## config.mk

```make
export PLATFORM = sky130hd
export DESIGN_NAME = servo_command_spindle_control
export DESIGN_NICKNAME = d
export VERILOG_FILES = /design/src/shared/servo_pkg.sv /design/src/shared/cmd_link_if.sv /design/src/rtl/cmd_shift.sv /design/src/rtl/servo_command_spindle_control.sv
export VERILOG_INCLUDE_DIRS = /design/src /design/src/shared
export SDC_FILE = /design/constraint.sdc
export NUM_CORES = 1
export LEC_CHECK = 0
export BUFFER_PORTS_ARGS = -buffer_cell sky130_fd_sc_hd__buf_2
export CAP_MARGIN = 30
export CORE_ASPECT_RATIO = 0.8
export CORE_MARGIN = 5
export CORE_UTILIZATION = 40
export CTS_CLUSTER_SIZE = 14
export DETAILED_ROUTE_END_ITERATION = 7
export GPL_ROUTABILITY_DRIVEN = 0
export PLACE_DENSITY = 0.6
export SLEW_MARGIN = 0
export SYNTH_ARGS = -nofsm -noshare
export SYNTH_HDL_FRONTEND = slang
export SYNTH_SLANG_ARGS = --single-unit
```

## constraint.sdc

```tcl
create_clock -name clk_sys -period 2.3 [get_ports clk_sys]
set_input_delay 0.46 -clock clk_sys [delete_from_list [all_inputs] [get_ports clk_sys]]
set_output_delay 0.46 -clock clk_sys [all_outputs]
set_load 0.1 [all_outputs]
```

## src/shared/servo_consts.svh

```systemverilog
// timing counts, command codes and reset values of the servo command block
`ifndef SERVO_CONSTS_SVH
`define SERVO_CONSTS_SVH

`define CLK_PERIOD_NS     100
`define CLK_RATE_HZ       10000000
`define NR_GLITCH_NS      500
`define NR_CYCLES         ((`NR_GLITCH_NS + `CLK_PERIOD_NS - 1) / `CLK_PERIOD_NS)
`define PWM_REF_HZ        7350
`define FRAME_CYCLES      (`CLK_RATE_HZ / `PWM_REF_HZ)
`define FRAME_CNT_W       11
`define VCO_DIV_RATIO     2

`define CMD_MOTOR_ACCEL   8'h04
`define CMD_MOTOR_CLV     8'h05
`define CMD_MOTOR_BRAKE   8'h06
`define CMD_MOTOR_STOP    8'h07
`define CMD_NR_ON         8'hef
`define CMD_NR_OFF        8'hee
`define CMD_GAIN_SMALL    8'ha8
`define CMD_GAIN_LARGE    8'ha9
`define CMD_DIV_BYPASS    8'hb0
`define CMD_DIV_2         8'hb1
`define CMD_DIV_4         8'hb2
`define CMD_DIV_8         8'hb3
`define CMD_THREE_LEVEL   8'hb4
`define CMD_TWO_LEVEL     8'hb5
`define CMD_TRACK_OFF     8'h0f
`define CMD_TRACK_ON      8'h8f

`define RST_NOISE_REDUCE  1'b0
`define RST_GAIN_SMALL    1'b0
`define RST_DIV_SEL       2'h0
`define RST_THREE_LEVEL   1'b0
`define RST_TRACK_OFF     1'b0

`endif

```

## src/shared/servo_pkg.sv

```systemverilog
// types shared by the servo command block
package servo_pkg;
	typedef enum logic [1:0] {
		MOTOR_ACCEL,
		MOTOR_CLV,
		MOTOR_BRAKE,
		MOTOR_STOP
	} motor_mode_t;
endpackage : servo_pkg

```

## src/shared/cmd_link_if.sv

```systemverilog
// link between the command shifter and the command decoder
`timescale 1ns/1ns
`default_nettype none
interface cmd_link_if;
	logic       exec;
	logic [7:0] first_byte;
	logic [7:0] second_byte;
	logic       two_bytes;
	logic       noise_reduce;
	modport shifter (output exec, first_byte, second_byte, two_bytes, input noise_reduce);
	modport decoder (input exec, first_byte, second_byte, two_bytes, output noise_reduce);
endinterface : cmd_link_if
`default_nettype wire

```

## src/rtl/cmd_shift.sv

```systemverilog
// serial command shifter with optional clock glitch filter
`timescale 1ns/1ns
`default_nettype none
`include "servo_consts.svh"
module cmd_shift (
	input  wire logic       clk_sys,
	input  wire logic       rst_b,
	input  wire logic       command_shift_clock_n,
	input  wire logic       command_serial_in,
	input  wire logic       command_strobe,
	cmd_link_if.shifter     link
);
	logic        clk_filt;
	logic        clk_prev;
	logic [2:0]  nr_cnt;
	logic [15:0] shreg;
	logic [4:0]  nbits;
	logic        strobe_q;
	logic        shift_edge;
	logic        strobe_fall;

	assign shift_edge  = clk_filt & ~clk_prev;
	assign strobe_fall = strobe_q & ~command_strobe;

	// shared clock glitch filter
	always_ff @(posedge clk_sys or negedge rst_b) begin
		if (!rst_b) begin
			clk_filt <= 1'b1;
			nr_cnt   <= 3'h0;
		end else if (!link.noise_reduce || command_shift_clock_n == clk_filt) begin
			clk_filt <= command_shift_clock_n;
			nr_cnt   <= 3'h0;
		end else if (nr_cnt == 3'(`NR_CYCLES - 1)) begin
			clk_filt <= command_shift_clock_n;
			nr_cnt   <= 3'h0;
		end else begin
			nr_cnt <= nr_cnt + 3'h1;
		end
	end

	always_ff @(posedge clk_sys or negedge rst_b) begin
		if (!rst_b) begin
			clk_prev <= 1'b1;
			strobe_q <= 1'b0;
		end else begin
			clk_prev <= clk_filt;
			strobe_q <= command_strobe;
		end
	end

	// msb first shift
	always_ff @(posedge clk_sys or negedge rst_b) begin
		if (!rst_b) begin
			shreg <= 16'h0000;
			nbits <= 5'h00;
		end else if (strobe_fall) begin
			nbits <= 5'h00;
		end else if (command_strobe && shift_edge) begin
			shreg <= {shreg[14:0], command_serial_in};
			if (nbits != 5'h10)
				nbits <= nbits + 5'h01;
		end
	end

	// hand over at strobe fall
	always_ff @(posedge clk_sys or negedge rst_b) begin
		if (!rst_b) begin
			link.exec        <= 1'b0;
			link.first_byte  <= 8'h00;
			link.second_byte <= 8'h00;
			link.two_bytes   <= 1'b0;
		end else begin
			link.exec <= strobe_fall && (nbits == 5'h08 || nbits == 5'h10);
			if (strobe_fall) begin
				link.two_bytes   <= nbits == 5'h10;
				link.first_byte  <= (nbits == 5'h10) ? shreg[15:8] : shreg[7:0];
				link.second_byte <= shreg[7:0];
			end
		end
	end
endmodule : cmd_shift
`default_nettype wire

```

## src/rtl/servo_command_spindle_control.sv

```systemverilog
// servo command decoder and spindle motor control
`timescale 1ns/1ns
`default_nettype none
`include "servo_consts.svh"

// Summary of operation
// defect floats slice output, holds level
// defect hold only during phase control
// vco monitor is divided vco clock
// sync monitor rises on sync coincidence
// sync monitor high one frame period
// controller shifts bits while strobe high
// commands act at strobe falling edge
// one-byte and two-byte command framing
// noise reduction on/off commands, off default
// filter command clock glitches under 500ns
// motor commands accel, clv, brake, stop
// motor outputs per motor mode
// tracking off low only in clv
// pwm reference period 7.35 kHz
// rough servo drives and indicator high
// phase lock gives pwm, indicator low
// small or large disc rough gain
// phase comparator divisor select
// three-level or two-level drive select
// command clock shared, schmitt input
// chip reset restores command defaults
// three-level pin high, low or floating
// msb first, eight bits per byte
module servo_command_spindle_control
	import servo_pkg::*;
#(
	parameter int VCO_DIV = `VCO_DIV_RATIO
) (
	input  wire logic       clk_sys,
	input  wire logic       rst_b,
	input  wire logic       chip_reset_n,
	input  wire logic       command_shift_clock_n,
	input  wire logic       command_serial_in,
	input  wire logic       command_strobe,
	input  wire logic       defect_detect_in,
	input  wire logic       vco_clk_in,
	input  wire logic       efm_frame_sync,
	input  wire logic       speed_too_low,
	input  wire logic       speed_too_high,
	input  wire logic [7:0] phase_duty,
	output logic            slice_level_oe_n,
	output logic            slice_level_hold,
	output logic            vco_divided_monitor,
	output logic            sync_detect_monitor,
	output logic            spindle_forward_out,
	output logic            spindle_forward_oe_n,
	output logic            spindle_reverse_out,
	output logic            velocity_phase_out,
	output logic            tracking_off_out,
	output logic            rough_gain_small,
	output logic [1:0]      phase_div_sel,
	output logic            three_level_mode
);
	localparam int FRAME = `FRAME_CYCLES;

	cmd_link_if link ();

	motor_mode_t              motor_mode;
	logic                     track_off_cmd;
	logic [`FRAME_CNT_W-1:0]  frame_cnt;
	logic [`FRAME_CNT_W-1:0]  sync_cnt;
	logic [`FRAME_CNT_W-1:0]  pwm_on;
	logic                     interp_sync;
	logic                     pwm_pulse;
	logic                     vco_q;
	logic                     vco_rise;
	logic [7:0]               vco_cnt;
	logic                     rough_servo;
	logic                     next_fwd;
	logic                     next_rev;
	logic                     next_vp;
	logic                     one_byte;

	// strobe framed shifting
	cmd_shift u_shift (
		.clk_sys               (clk_sys),
		.rst_b                 (rst_b),
		.command_shift_clock_n (command_shift_clock_n),
		.command_serial_in     (command_serial_in),
		.command_strobe        (command_strobe),
		.link                  (link.shifter)
	);

	// two-byte payloads belong to attenuation and port logic elsewhere
	assign one_byte = link.exec && !link.two_bytes;

	// motor mode commands
	always_ff @(posedge clk_sys or negedge rst_b) begin
		if (!rst_b) begin
			motor_mode <= MOTOR_STOP;
		end else if (!chip_reset_n) begin
			// reset to defaults
			motor_mode <= MOTOR_STOP;
		end else if (one_byte) begin
			case (link.first_byte)
				`CMD_MOTOR_ACCEL: motor_mode <= MOTOR_ACCEL;
				`CMD_MOTOR_CLV:   motor_mode <= MOTOR_CLV;
				`CMD_MOTOR_BRAKE: motor_mode <= MOTOR_BRAKE;
				`CMD_MOTOR_STOP:  motor_mode <= MOTOR_STOP;
				default:          motor_mode <= motor_mode;
			endcase
		end
	end

	// noise reduction toggle
	always_ff @(posedge clk_sys or negedge rst_b) begin
		if (!rst_b) begin
			link.noise_reduce <= `RST_NOISE_REDUCE;
		end else if (!chip_reset_n) begin
			link.noise_reduce <= `RST_NOISE_REDUCE;
		end else if (one_byte && link.first_byte == `CMD_NR_ON) begin
			link.noise_reduce <= 1'b1;
		end else if (one_byte && link.first_byte == `CMD_NR_OFF) begin
			link.noise_reduce <= 1'b0;
		end
	end

	// rough servo gain
	always_ff @(posedge clk_sys or negedge rst_b) begin
		if (!rst_b) begin
			rough_gain_small <= `RST_GAIN_SMALL;
		end else if (!chip_reset_n) begin
			rough_gain_small <= `RST_GAIN_SMALL;
		end else if (one_byte && link.first_byte == `CMD_GAIN_SMALL) begin
			rough_gain_small <= 1'b1;
		end else if (one_byte && link.first_byte == `CMD_GAIN_LARGE) begin
			rough_gain_small <= 1'b0;
		end
	end

	// comparator divisor
	always_ff @(posedge clk_sys or negedge rst_b) begin
		if (!rst_b) begin
			phase_div_sel <= `RST_DIV_SEL;
		end else if (!chip_reset_n) begin
			phase_div_sel <= `RST_DIV_SEL;
		end else if (one_byte && link.first_byte[7:2] == 6'(`CMD_DIV_BYPASS >> 2)) begin
			phase_div_sel <= link.first_byte[1:0];
		end
	end

	// drive style select
	always_ff @(posedge clk_sys or negedge rst_b) begin
		if (!rst_b) begin
			three_level_mode <= `RST_THREE_LEVEL;
		end else if (!chip_reset_n) begin
			three_level_mode <= `RST_THREE_LEVEL;
		end else if (one_byte && link.first_byte == `CMD_THREE_LEVEL) begin
			three_level_mode <= 1'b1;
		end else if (one_byte && link.first_byte == `CMD_TWO_LEVEL) begin
			three_level_mode <= 1'b0;
		end
	end

	always_ff @(posedge clk_sys or negedge rst_b) begin
		if (!rst_b) begin
			track_off_cmd <= `RST_TRACK_OFF;
		end else if (!chip_reset_n) begin
			track_off_cmd <= `RST_TRACK_OFF;
		end else if (one_byte && link.first_byte == `CMD_TRACK_OFF) begin
			track_off_cmd <= 1'b1;
		end else if (one_byte && link.first_byte == `CMD_TRACK_ON) begin
			track_off_cmd <= 1'b0;
		end
	end

	// tracking off gating
	always_ff @(posedge clk_sys or negedge rst_b) begin
		if (!rst_b)
			tracking_off_out <= 1'b1;
		else
			tracking_off_out <= (motor_mode != MOTOR_CLV) || track_off_cmd;
	end

	// frame and pwm timebase
	always_ff @(posedge clk_sys or negedge rst_b) begin
		if (!rst_b)
			frame_cnt <= '0;
		else if (frame_cnt == `FRAME_CNT_W'(FRAME - 1))
			frame_cnt <= '0;
		else
			frame_cnt <= frame_cnt + `FRAME_CNT_W'(1);
	end

	assign interp_sync = frame_cnt == '0;
	// duty times five spans most of the 1360-cycle period
	assign pwm_on    = `FRAME_CNT_W'({phase_duty, 2'b00}) + `FRAME_CNT_W'(phase_duty);
	assign pwm_pulse = frame_cnt < pwm_on;
	assign rough_servo = speed_too_low || speed_too_high;

	// motor output selection
	always_comb begin
		next_fwd = 1'b0;
		next_rev = 1'b0;
		next_vp  = 1'b1;
		case (motor_mode)
			MOTOR_ACCEL: next_fwd = 1'b1;
			MOTOR_BRAKE: next_rev = 1'b1;
			MOTOR_CLV: begin
				// rough servo
				if (speed_too_low) begin
					next_fwd = 1'b1;
				end else if (speed_too_high) begin
					next_rev = 1'b1;
				end else begin
					// phase locked pwm
					next_fwd = pwm_pulse;
					next_rev = ~pwm_pulse;
					next_vp  = 1'b0;
				end
			end
			default: begin
				next_fwd = 1'b0;
				next_rev = 1'b0;
			end
		endcase
	end

	// three-level single pin
	always_ff @(posedge clk_sys or negedge rst_b) begin
		if (!rst_b) begin
			spindle_forward_out  <= 1'b0;
			spindle_forward_oe_n <= 1'b0;
			spindle_reverse_out  <= 1'b0;
			velocity_phase_out   <= 1'b1;
		end else begin
			velocity_phase_out <= next_vp;
			if (three_level_mode) begin
				spindle_forward_out  <= next_fwd;
				spindle_forward_oe_n <= ~(next_fwd ^ next_rev);
				spindle_reverse_out  <= 1'b0;
			end else begin
				spindle_forward_out  <= next_fwd;
				spindle_forward_oe_n <= 1'b0;
				spindle_reverse_out  <= next_rev;
			end
		end
	end

	// defect slice hold
	always_ff @(posedge clk_sys or negedge rst_b) begin
		if (!rst_b) begin
			slice_level_oe_n <= 1'b0;
			slice_level_hold <= 1'b0;
		end else begin
			// phase control only
			slice_level_oe_n <= defect_detect_in && !velocity_phase_out;
			slice_level_hold <= defect_detect_in && !velocity_phase_out;
		end
	end

	assign vco_rise = vco_clk_in && !vco_q;

	// vco divider
	always_ff @(posedge clk_sys or negedge rst_b) begin
		if (!rst_b) begin
			vco_q               <= 1'b0;
			vco_cnt             <= 8'h00;
			vco_divided_monitor <= 1'b0;
		end else begin
			vco_q <= vco_clk_in;
			if (vco_rise) begin
				if (vco_cnt == 8'(VCO_DIV / 2 - 1)) begin
					vco_cnt             <= 8'h00;
					vco_divided_monitor <= ~vco_divided_monitor;
				end else begin
					vco_cnt <= vco_cnt + 8'h01;
				end
			end
		end
	end

	// sync coincidence
	always_ff @(posedge clk_sys or negedge rst_b) begin
		if (!rst_b) begin
			sync_cnt            <= '0;
			sync_detect_monitor <= 1'b0;
		end else if (efm_frame_sync && interp_sync) begin
			sync_cnt            <= `FRAME_CNT_W'(FRAME - 1);
			sync_detect_monitor <= 1'b1;
		end else if (sync_cnt != '0) begin
			// one frame high
			sync_cnt <= sync_cnt - `FRAME_CNT_W'(1);
		end else begin
			sync_detect_monitor <= 1'b0;
		end
	end

	// helper: length of each sync monitor high run
	int hi_len;
	always_ff @(posedge clk_sys or negedge rst_b) begin
		if (!rst_b)
			hi_len <= 0;
		else if (sync_detect_monitor)
			hi_len <= hi_len + 1;
		else
			hi_len <= 0;
	end
endmodule : servo_command_spindle_control
`default_nettype wire

```

======== After elaboration in Yosys (flattened, before gate mapping) ========
Cells that the tools add are included.
cells by class
  bitwise operators ....................... 9
  equality and inequality tests ........... 30
  $add $sub $neg .......................... 6
  multiplexer cells ....................... 42
  magnitude comparators ................... 1
  reduce and logical (&&, ||, !) cells .... 34
operator list
  kind                                                    count
  equality test 8 bit (second input constant)             7
  two-way mux 11 bit                                      3
  equality test 8 x 3 -> 1 bit (second input constant)    4
  two-way mux 1 bit                                       25
  two-way mux 8 bit                                       2
  logical AND 1 bit                                       15
  two-way mux 5 bit                                       3
  inequality test 3 x 1 -> 1 bit (second input constant)  4
  adder 10 x 8 -> 11 bit                                  1
  adder 11 x 1 -> 11 bit (second input constant)          1
  equality test 11 bit (second input constant)            1
  zero test 11 bit                                        1
  < comparator 11 bit                                     1
  nonzero test 11 bit                                     1
  subtractor 11 x 1 -> 11 bit (second input constant)     1
  adder 8 x 1 -> 8 bit (second input constant)            1
  equality test 8 x 4 -> 1 bit (second input constant)    1
  zero test 8 bit                                         1
  two-way mux 2 bit                                       4
  one-hot mux 2 bit (4 select lines)                      1
  AND reduction 2 bit                                     4
  nonzero test 2 bit                                      4
  equality test 6 bit (second input constant)             1
  two-way mux 3 bit                                       2
  other kinds (19)                                        33
word-level totals
  output and inout bits ................... 13
  word-level logic and storage cells ...... 149
  flip-flop bits (word level) ............. 84
  bits of input ports ..................... 19

======== Logic depth before layout (Yosys ltp) ========
Gate-level depths: netlist of run 1.
  word-level depth ........................ 9
  mapped depth ............................ 12
  mapped depth without buffers ............ 12

======== Hierarchy ========
From an unflattened synthesis of run 1, not the netlist that was laid out.
second synthesis, totals
  cells, all modules ...................... 425
  area total of the unflattened synthesis .. 4694.5 um^2
modules (own cells, without submodules)
  module                         sequential area each (um^2)  area an instance (um^2)  times used  cells an instance
  servo_command_spindle_control  1181.1                       2812.7                   1           287
  cmd_shift                      1128.6                       1881.8                   1           138

======== Least setup slack after synthesis of run 1 ========
OpenSTA, ideal clock, no wires.
  path type ............................... input -> register
  start ................................... input phase_duty[0]
  end ..................................... register spindle_reverse_out
  stages .................................. 12
  path buffers ............................ 0
  path slack .............................. -0.562 ns
  library setup time ...................... 0.118 ns
  arrival ................................. 2.744 ns
  data required time ...................... 2.182 ns
  path through ............................ ha_1 -> inv_1 -> fa_1 -> nor2b_1 -> o31ai_1 -> nor4b_1 -> a2111oi_0 -> ha_1 -> a211oi_1 -> o21ai_0 -> a32o_1 -> a21o_1
between the ends
  longest elaborated chain between the ends .. 7
RTL lines
  what                                     RTL line                              source
  from (decl)                              servo_command_spindle_control.sv:46   input wire logic [7:0] phase_duty,
  adder 10 x 8 -> 11 bit (no source line)  n/a
  < comparator 11 bit                      servo_command_spindle_control.sv:194  assign pwm_pulse = frame_cnt < pwm_on;
  inverter 1 bit                           servo_command_spindle_control.sv:214  next_rev = ~pwm_pulse;
  two-way mux 1 bit                        servo_command_spindle_control.sv:209  end else if (speed_too_high) begin
  two-way mux 1 bit                        servo_command_spindle_control.sv:207  if (speed_too_low) begin
  one-hot mux 1 bit (2 select lines)       servo_command_spindle_control.sv:202  case (motor_mode)
  two-way mux 1 bit                        servo_command_spindle_control.sv:234  if (three_level_mode) begin
  to (signal assigned)                     servo_command_spindle_control.sv:241  spindle_reverse_out <= next_rev;
  to (decl)                                servo_command_spindle_control.sv:53   output logic spindle_reverse_out,
No other way between the ends.
A chain may end at the register's enable or synchronous reset.

======== Worst setup path in the final report of run 1 ========
  start ................................... input phase_duty[2]
  end ..................................... register spindle_reverse_out
Same word-level chain as after synthesis.

==> run_summary.xml, run 1 <==
<?xml version="1.0" encoding="UTF-8"?>
<metrics>
  <group name="synthesis">
    <metric name="ys_top_cells_by_count" unit="">sky130_fd_sc_hd__nand2_1, sky130_fd_sc_hd__dfrtp_1, sky130_fd_sc_hd__ha_1</metric>
    <metric name="synthesis.nets" unit="">495</metric>
    <metric name="yosys.cell_types.count" unit="">57</metric>
    <metric name="number_of_synthesized_flops_with_an_enable_pin" unit="">0</metric>
    <metric name="ys_async_sr_fraction" unit="%">100</metric>
    <metric name="synth.cell_area" unit="µm²">4410</metric>
    <metric name="postSynthAreaPerCell" unit="µm²">9.90</metric>
    <metric name="cell_with_the_most_instances_after_synthesis" unit="">sky130_fd_sc_hd__nand2_1</metric>
    <metric name="synth-seq-area-share" unit="%">47.8</metric>
    <metric name="netlist.top_cell.by_area" unit="">sky130_fd_sc_hd__dfrtp_1</metric>
    <metric name="synthTopCellsByArea" unit="">sky130_fd_sc_hd__dfrtp_1, sky130_fd_sc_hd__ha_1, sky130_fd_sc_hd__nand2_1, sky130_fd_sc_hd__dfstp_2, sky130_fd_sc_hd__xnor2_1</metric>
    <metric name="yosysWarningCount" unit="">0</metric>
    <metric name="synth_top_area_share" unit="%">44.2</metric>
    <metric name="number_of_instances_in_the_synthesized_netlist" unit="">446</metric>
    <metric name="ys.flop_type" unit="">sky130_fd_sc_hd__dfrtp_1</metric>
    <metric name="ys_seq_elements" unit="">84</metric>
  </group>
  <group name="timing">
    <metric name="relSlewSlack" unit="%">63.2</metric>
    <metric name="fin_worst_skew" unit="ns">0.00479</metric>
    <metric name="period_needed" unit="ns">2.56</metric>
    <metric name="worst-slew-pin-transition" unit="ns">0.552</metric>
    <metric name="rsz0062_at_grt" unit="">true</metric>
    <metric name="setup_viol_count_final" unit="">2</metric>
    <metric name="final.setup.worst_slack" unit="ns">-0.257</metric>
    <metric name="fin_tns_setup" unit="ns">-0.510</metric>
    <metric name="layout_worst_path_cycle_share" unit="%">111</metric>
    <metric name="achievable-frequency" unit="GHz">0.391</metric>
    <metric name="final_hold_viol_count" unit="">0</metric>
    <metric name="report.final.slew_viol_count" unit="">0</metric>
  </group>
  <group name="floorplanning">
    <metric name="fp.dieArea" unit="µm²">13200</metric>
    <metric name="top_level_ports" unit="">32</metric>
    <metric name="die_h" unit="µm">104</metric>
    <metric name="row_count" unit="">34</metric>
    <metric name="die_x" unit="µm">127</metric>
    <metric name="initial_core_utilization" unit="%">40.7</metric>
    <metric name="area_of_the_core" unit="µm²">10800</metric>
  </group>
  <group name="critical_path">
    <metric name="reg2reg_from" unit="">sync_cnt[1]$_DFFE_PN0P_</metric>
    <metric name="path_delay_family" unit="">compound AO/OA/AOI/OAI gates</metric>
    <metric name="number_of_cells_on_the_worst_reg_to_reg_path" unit="">6</metric>
    <metric name="critical_path_class" unit="">in2reg</metric>
    <metric name="worst-r2r-setup-slack" unit="ns">0.54</metric>
    <metric name="reg2reg_capture_point" unit="">sync_cnt[9]$_DFFE_PN0P_</metric>
    <metric name="timing.critical_path.from_type" unit="">input port</metric>
    <metric name="worstPathRequired" unit="ns">2.52</metric>
    <metric name="timing.critical_path.slowest_cell_delay" unit="ns">0.36</metric>
    <metric name="cp_num_buf_inv" unit="">2</metric>
    <metric name="crit_path_cell_trace" unit="">buf_8, ha_4, inv_2, fa_2, nor2b_4, o31ai_4, a21oi_2, a2111oi_4, ha_1, a211oi_2, o21ai_2, a32o_1, a21o_1</metric>
    <metric name="cp_max_fo" unit="">3</metric>
    <metric name="worstPathArrival" unit="ns">2.77</metric>
    <metric name="crit_slowest_cell" unit="">sky130_fd_sc_hd__a2111oi_4</metric>
    <metric name="endpoint_kind" unit="">flip-flop</metric>
  </group>
  <group name="final_layout">
    <metric name="flow.area_growth_from_synthesis" unit="%">21.0</metric>
    <metric name="final_standard_cell_utilization_of_the_core" unit="%">49.2</metric>
    <metric name="layout-drive-gt1-share" unit="%">19.7</metric>
    <metric name="instances_no_fill" unit="">652</metric>
    <metric name="final_net_count" unit="">552</metric>
    <metric name="count_of_antenna_diodes_in_the_layout" unit="">0</metric>
  </group>
  <group name="global_route">
    <metric name="antenna_violations_before_repair" unit="">0</metric>
    <metric name="grt-ovfl-total" unit="">0</metric>
    <metric name="track_usage" unit="%">14.2</metric>
    <metric name="pin_count_of_the_biggest_net_entering_global_routing" unit="">44</metric>
    <metric name="grt_pass1_vias" unit="">3281</metric>
    <metric name="grt_pass1_wl" unit="µm">15600</metric>
  </group>
  <group name="placement">
    <metric name="numPortBuffers" unit="">31</metric>
    <metric name="dpl.cell_count" unit="">633</metric>
    <metric name="dp.final_hpwl" unit="µm">6520</metric>
  </group>
  <group name="hold_path">
    <metric name="hp-class" unit="">in2async</metric>
  </group>
  <group name="route">
    <metric name="wire_per_inst" unit="µm">14.2</metric>
    <metric name="drc" unit="">0</metric>
    <metric name="postRouteAntennaNets" unit="">0</metric>
    <metric name="drt_first_iter_violations" unit="">152</metric>
    <metric name="viasPerCell" unit="">5.11</metric>
    <metric name="route.vias.total" unit="">3329</metric>
    <metric name="drt-pass1-iter-count" unit="">4</metric>
    <metric name="route.final.wire_length" unit="µm">9240</metric>
  </group>
  <group name="clock_tree">
    <metric name="cts_num_sinks" unit="">84</metric>
    <metric name="worstSkewPairLatency" unit="ns">0.33</metric>
    <metric name="cts_inserted_buffers" unit="">9</metric>
    <metric name="cts_tree" unit="">yes</metric>
    <metric name="cts_hold_buffers_added" unit="">0</metric>
    <metric name="htree_levels" unit="">3</metric>
    <metric name="worst_path_clk_slew" unit="ns">0.06</metric>
    <metric name="cts-root-buf" unit="">sky130_fd_sc_hd__clkbuf_16</metric>
    <metric name="max_root_sink_buffers" unit="">2</metric>
  </group>
  <group name="flow_run">
    <metric name="cap_viol_max_count" unit="">0</metric>
  </group>
  <group name="power_and_ir_drop">
    <metric name="leakage" unit="nW">2.44</metric>
    <metric name="power.ir.vdd_worst" unit="V">0.000403</metric>
    <metric name="power-per-cell-area" unit="nW/µm²">761</metric>
  </group>
  <group name="run_status">
    <metric name="outcome" unit="">complete, but fails checks</metric>
    <metric name="violations_in_the_final_reports" unit="">negative setup slack</metric>
  </group>
</metrics>
[sequential cells by signal (all words and copies together), names as in the netlist, 2 cells and up]
name,count
frame_cnt,11
motor_mode,2
phase_div_sel,2
sync_cnt,11
u_shift.link.first_byte,8
u_shift.nbits,5
u_shift.nr_cnt,3
u_shift.shreg,16
vco_cnt,8
[through the flow]
stage          worst slack [ns]  hold slack [ns]  area, µm²  power (mW)
4_1_cts                  -0.201           0.0205       5290        4.09
3_5_place_dp             -0.726            0.377       4910        2.62
5_1_grt                  -0.319           0.0400       5340        4.29
6_report                 -0.257           0.0208       5340        4.06
2_1_floorplan            -0.425            0.164       4440        2.37
3_3_place_gp             -0.710            0.373       4910        2.59
[power breakdown]
group          switching, mW  leakage, nW  internal [mW]
logic                  0.425         1.21          0.325
clock network          0.562        0.145          0.865
registers              0.222         1.08           1.67
[timing repair]
item,CTS,global route
setup endpoints to repair,2,2
cloned,0,0
gates resized for setup,14,7
pin swaps,12,7
buffers inserted,3,0
hold endpoints to repair,0,0
[cells by family after synthesis]
group                      synth area share (%)
xor gates and xnor gates                   5.75
adders and majority gates                  8.67
buffers and inverters                      2.75
muxes                                      3.20
AOI/OAI and AO/OA                          8.70
DFF                                        47.8
and+or+nand+nor                            23.1
[routing by layer]
metal	GRT usage, %	share of wire, %	routed length, µm	vias up
met2	21.4	45	4160	45
met3	3.90	3.8	347	14
met5	0	0	0	-
met4	3.60	1.3	124	0
li1	-	-	-	1671
met1	20.2	50	4610	1599
[final cells by class]
cell class                 instances  area, µm²
fill                             965       5510
multi-input combinational        331       2300
sequential                        84       2110
timing repair buffer              55        370
clock buffer                      11        243
tap                              144        180
inverter                          22       82.6
clock inverter                     5       52.6
[worst max-delay path by stage]
stage | startpoint | to | depth (start not counted)
CTS | phase_duty[2] | spindle_reverse_out$_DFF_PN0_ | 13
finish | phase_duty[2] | spindle_reverse_out$_DFF_PN0_ | 13
detailed placement | phase_duty[0] | spindle_reverse_out$_DFF_PN0_ | 13
global placement | phase_duty[0] | spindle_reverse_out$_DFF_PN0_ | 13
floorplan | phase_duty[0] | spindle_reverse_out$_DFF_PN0_ | 12
global route | phase_duty[2] | spindle_reverse_out$_DFF_PN0_ | 13
[cell usage in the layout (no fill, tap or decap), drive strengths merged, types with 9 or more instances in the layout]
| cell | instances |
|---|---|
| xor2 | 12 |
| o21ai | 17 |
| clkbuf | 11 |
| nand3 | 16 |
| mux2i | 13 |
| buf | 55 |
| nor2b | 11 |
| a21oi | 9 |
| xnor2 | 17 |
| nor2 | 25 |
| inv | 22 |
| ha | 29 |
| dfrtp | 78 |
| nand2 | 85 |
Note: power is estimated with default switching activity, not from simulation.
==> run 2, diff against run 1 <==
--- a/config.mk
+++ b/config.mk
@@ -10,11 +10,11 @@
 export CAP_MARGIN = 30
 export CORE_ASPECT_RATIO = 0.8
 export CORE_MARGIN = 5
-export CORE_UTILIZATION = 40
+export CORE_UTILIZATION = 50
 export CTS_CLUSTER_SIZE = 14
 export DETAILED_ROUTE_END_ITERATION = 7
 export GPL_ROUTABILITY_DRIVEN = 0
-export PLACE_DENSITY = 0.6
+export PLACE_DENSITY = 0.71
 export SLEW_MARGIN = 0
 export SYNTH_ARGS = -nofsm -noshare
 export SYNTH_HDL_FRONTEND = slang
==> run 2 against run 1 <==
The flow still finishes with violations (negative setup slack). Largest power group unchanged. Count of clock-buffer cells in the layout unchanged. Via count grew 0.48%. Critical path type unchanged. Die area shrank 18%. Sequential power about the same. Register-to-register slack got worse by 0.02 ns. Critical path depth unchanged.
==> run_summary.xml, run 2 (synthesis gave the netlist of run 1 again) <==
<?xml version="1.0" encoding="UTF-8"?>
<metrics>
  <group name="timing">
    <metric name="fin_worst_skew" unit="ns">0.00860</metric>
    <metric name="hold-worst-slack" unit="ns">0.0762</metric>
    <metric name="final_hold_viol_count" unit="">0</metric>
    <metric name="worst-slew-pin-transition" unit="ns">0.539</metric>
    <metric name="period_needed" unit="ns">2.47</metric>
    <metric name="relSlewSlack" unit="%">64.1</metric>
    <metric name="rsz0062_at_grt" unit="">true</metric>
    <metric name="fin_tns_setup" unit="ns">-0.332</metric>
    <metric name="setup_viol_count_final" unit="">2</metric>
    <metric name="layout_worst_path_cycle_share" unit="%">107</metric>
    <metric name="achievable-frequency" unit="GHz">0.405</metric>
    <metric name="final.setup.worst_slack" unit="ns">-0.170</metric>
    <metric name="report.final.slew_viol_count" unit="">0</metric>
  </group>
  <group name="route">
    <metric name="wire_per_inst" unit="µm">13.9</metric>
    <metric name="route.final.wire_length" unit="µm">8620</metric>
    <metric name="postRouteAntennaNets" unit="">0</metric>
    <metric name="drc" unit="">0</metric>
    <metric name="drt-pass1-iter-count" unit="">4</metric>
    <metric name="drt_first_iter_violations" unit="">195</metric>
    <metric name="viasPerCell" unit="">5.39</metric>
    <metric name="route.vias.total" unit="">3345</metric>
  </group>
  <group name="critical_path">
    <metric name="number_of_cells_on_the_worst_reg_to_reg_path" unit="">6</metric>
    <metric name="cp_max_fo" unit="">4</metric>
    <metric name="timing.critical_path.from_type" unit="">input port</metric>
    <metric name="endpoint_kind" unit="">flip-flop</metric>
    <metric name="crit_path_cell_trace" unit="">buf_8, ha_4, inv_2, fa_2, nor2b_4, o31ai_4, nor4b_4, a2111oi_2, ha_1, a211oi_2, o21ai_1, a32o_1, a21o_1</metric>
    <metric name="critical_path_class" unit="">in2reg</metric>
    <metric name="timing.critical_path.slowest_cell_delay" unit="ns">0.36</metric>
    <metric name="timing.critical_path.depth" unit="">13</metric>
    <metric name="worstPathRequired" unit="ns">2.54</metric>
    <metric name="worstPathArrival" unit="ns">2.71</metric>
    <metric name="path_delay_family" unit="">compound AO/OA/AOI/OAI gates</metric>
    <metric name="crit_slowest_cell" unit="">sky130_fd_sc_hd__fa_2</metric>
    <metric name="cp_num_buf_inv" unit="">2</metric>
  </group>
  <group name="floorplanning">
    <metric name="die_h" unit="µm">94.0</metric>
    <metric name="initial_core_utilization" unit="%">51.6</metric>
    <metric name="row_count" unit="">30</metric>
    <metric name="fp.dieArea" unit="µm²">10800</metric>
    <metric name="area_of_the_core" unit="µm²">8560</metric>
    <metric name="die_x" unit="µm">115</metric>
    <metric name="top_level_ports" unit="">32</metric>
  </group>
  <group name="global_route">
    <metric name="grt_pass1_wl" unit="µm">15500</metric>
    <metric name="pin_count_of_the_biggest_net_entering_global_routing" unit="">38</metric>
    <metric name="grt-ovfl-total" unit="">0</metric>
    <metric name="track_usage" unit="%">17.7</metric>
    <metric name="antenna_violations_before_repair" unit="">0</metric>
    <metric name="grt_pass1_vias" unit="">3358</metric>
  </group>
  <group name="clock_tree">
    <metric name="max_root_sink_buffers" unit="">2</metric>
    <metric name="worstSkewPairLatency" unit="ns">0.35</metric>
    <metric name="htree_levels" unit="">3</metric>
    <metric name="cts_tree" unit="">yes</metric>
    <metric name="worst_path_clk_slew" unit="ns">0.08</metric>
    <metric name="cts-root-buf" unit="">sky130_fd_sc_hd__clkbuf_8</metric>
    <metric name="cts_inserted_buffers" unit="">9</metric>
    <metric name="cts_hold_buffers_added" unit="">0</metric>
    <metric name="cts_num_sinks" unit="">84</metric>
  </group>
  <group name="final_layout">
    <metric name="ff_latch_area" unit="µm²">2110</metric>
    <metric name="layout_top_registers" unit="">u_shift.shreg x16, frame_cnt x11, sync_cnt x11</metric>
    <metric name="mostFrequentLayoutCell" unit="">sky130_fd_sc_hd__nand2_1</metric>
    <metric name="layout-drive-gt1-share" unit="%">19.3</metric>
    <metric name="final_cell_mix" unit="">sky130_fd_sc_hd__nand2_1, sky130_fd_sc_hd__dfrtp_1, sky130_fd_sc_hd__buf_2</metric>
    <metric name="n_fill_cell" unit="">717</metric>
    <metric name="top_register" unit="">u_shift.shreg</metric>
    <metric name="largest_register_ffs" unit="">16</metric>
    <metric name="count_of_antenna_diodes_in_the_layout" unit="">0</metric>
    <metric name="postLayoutCellArea" unit="µm²">5210</metric>
    <metric name="instances_no_fill" unit="">621</metric>
    <metric name="flow.area_growth_from_synthesis" unit="%">17.9</metric>
    <metric name="multi_input_area" unit="µm²">2280</metric>
    <metric name="final_net_count" unit="">553</metric>
  </group>
  <group name="placement">
    <metric name="dp.final_hpwl" unit="µm">6400</metric>
    <metric name="placedInstanceArea" unit="µm²">4880</metric>
    <metric name="dpl.cell_count" unit="">602</metric>
    <metric name="numPortBuffers" unit="">31</metric>
  </group>
  <group name="flow_run">
    <metric name="cap_viol_max_count" unit="">0</metric>
  </group>
  <group name="power_and_ir_drop">
    <metric name="power.ir.vdd_worst" unit="V">0.000704</metric>
    <metric name="totalPowerFinal" unit="mW">3.76</metric>
    <metric name="power-per-cell-area" unit="nW/µm²">722</metric>
    <metric name="leakage" unit="nW">2.41</metric>
  </group>
  <group name="run_status">
    <metric name="outcome" unit="">complete, but fails checks</metric>
    <metric name="violations_in_the_final_reports" unit="">negative setup slack</metric>
  </group>
  <group name="hold_path">
    <metric name="hp-class" unit="">in2async</metric>
  </group>
</metrics>
[run 2: changes by cell type in the layout (fill, tap and decap cells not counted), moves of 2 or more]
cell / previous run / this run
sky130_fd_sc_hd__clkbuf_16: 9 / 0
sky130_fd_sc_hd__clkbuf_8: 1 / 10
sky130_fd_sc_hd__buf_6: 0 / 2
sky130_fd_sc_hd__o21ai_1: 0 / 2
sky130_fd_sc_hd__o21ai_2: 2 / 0
[run 2: per-stage QoR]
stage | setup slack [ns] | utilization (%)
after floorplan | -0.425 | -
after global placement | -0.703 | 57.0
after detailed placement | -0.763 | 57.0
after CTS | -0.178 | 60.3
after global routing | -0.234 | 60.8
final | -0.170 | 60.8
[run 2: power by group]
part	internal (mW)	switching [mW]	total, mW
Clock	0.636	0.493	1.13
Combinational	0.325	0.411	0.735
Sequential	1.66	0.229	1.89
[run 2: timing repair]
action                     4_1_cts  5_1_grt
setup buffers                    1        2
setup endpoints to repair        2        2
pin swaps                        9       10
resized for setup               11        6
[run 2: final timing paths]
check	startpoint	endpoint	slack, ns
worst max-delay path	phase_duty[2]	spindle_reverse_out$_DFF_PN0_	-0.17
worst min-delay path	rst_b	sync_cnt[5]$_DFFE_PN0P_	0.08
worst max register to register	sync_cnt[0]$_DFFE_PN0P_	sync_cnt[8]$_DFFE_PN0P_	0.52
worst min register to register	u_shift.clk_filt$_DFFE_PN1P_	u_shift.clk_prev$_DFF_PN1_	0.40
max in group asynchronous	rst_b	tracking_off_out$_DFF_PN1_	1.57
min in group clk_sys	vco_clk_in	vco_q$_DFF_PN0_	0.24
[run 2: per-layer routing]
layer	vias up	share of wire [%]	wire [µm]	global-route usage [%]
met3	7	3.6	310	4.64
met2	48	47	4030	28.5
met5	-	0	0	0
li1	1675	-	-	-
met1	1615	49	4210	23.6
met4	0	0.78	67	4.89
[run 2: final cells by class]
class | count | share of cell area (%)
clock buffers | 11 | 2.72
clock inverters | 5 | 1.44
inverters | 22 | 1.59
multi-input cells | 331 | 43.8
flip-flops and latches | 84 | 40.5
well taps | 112 | 2.69
repair buffers | 56 | 7.26
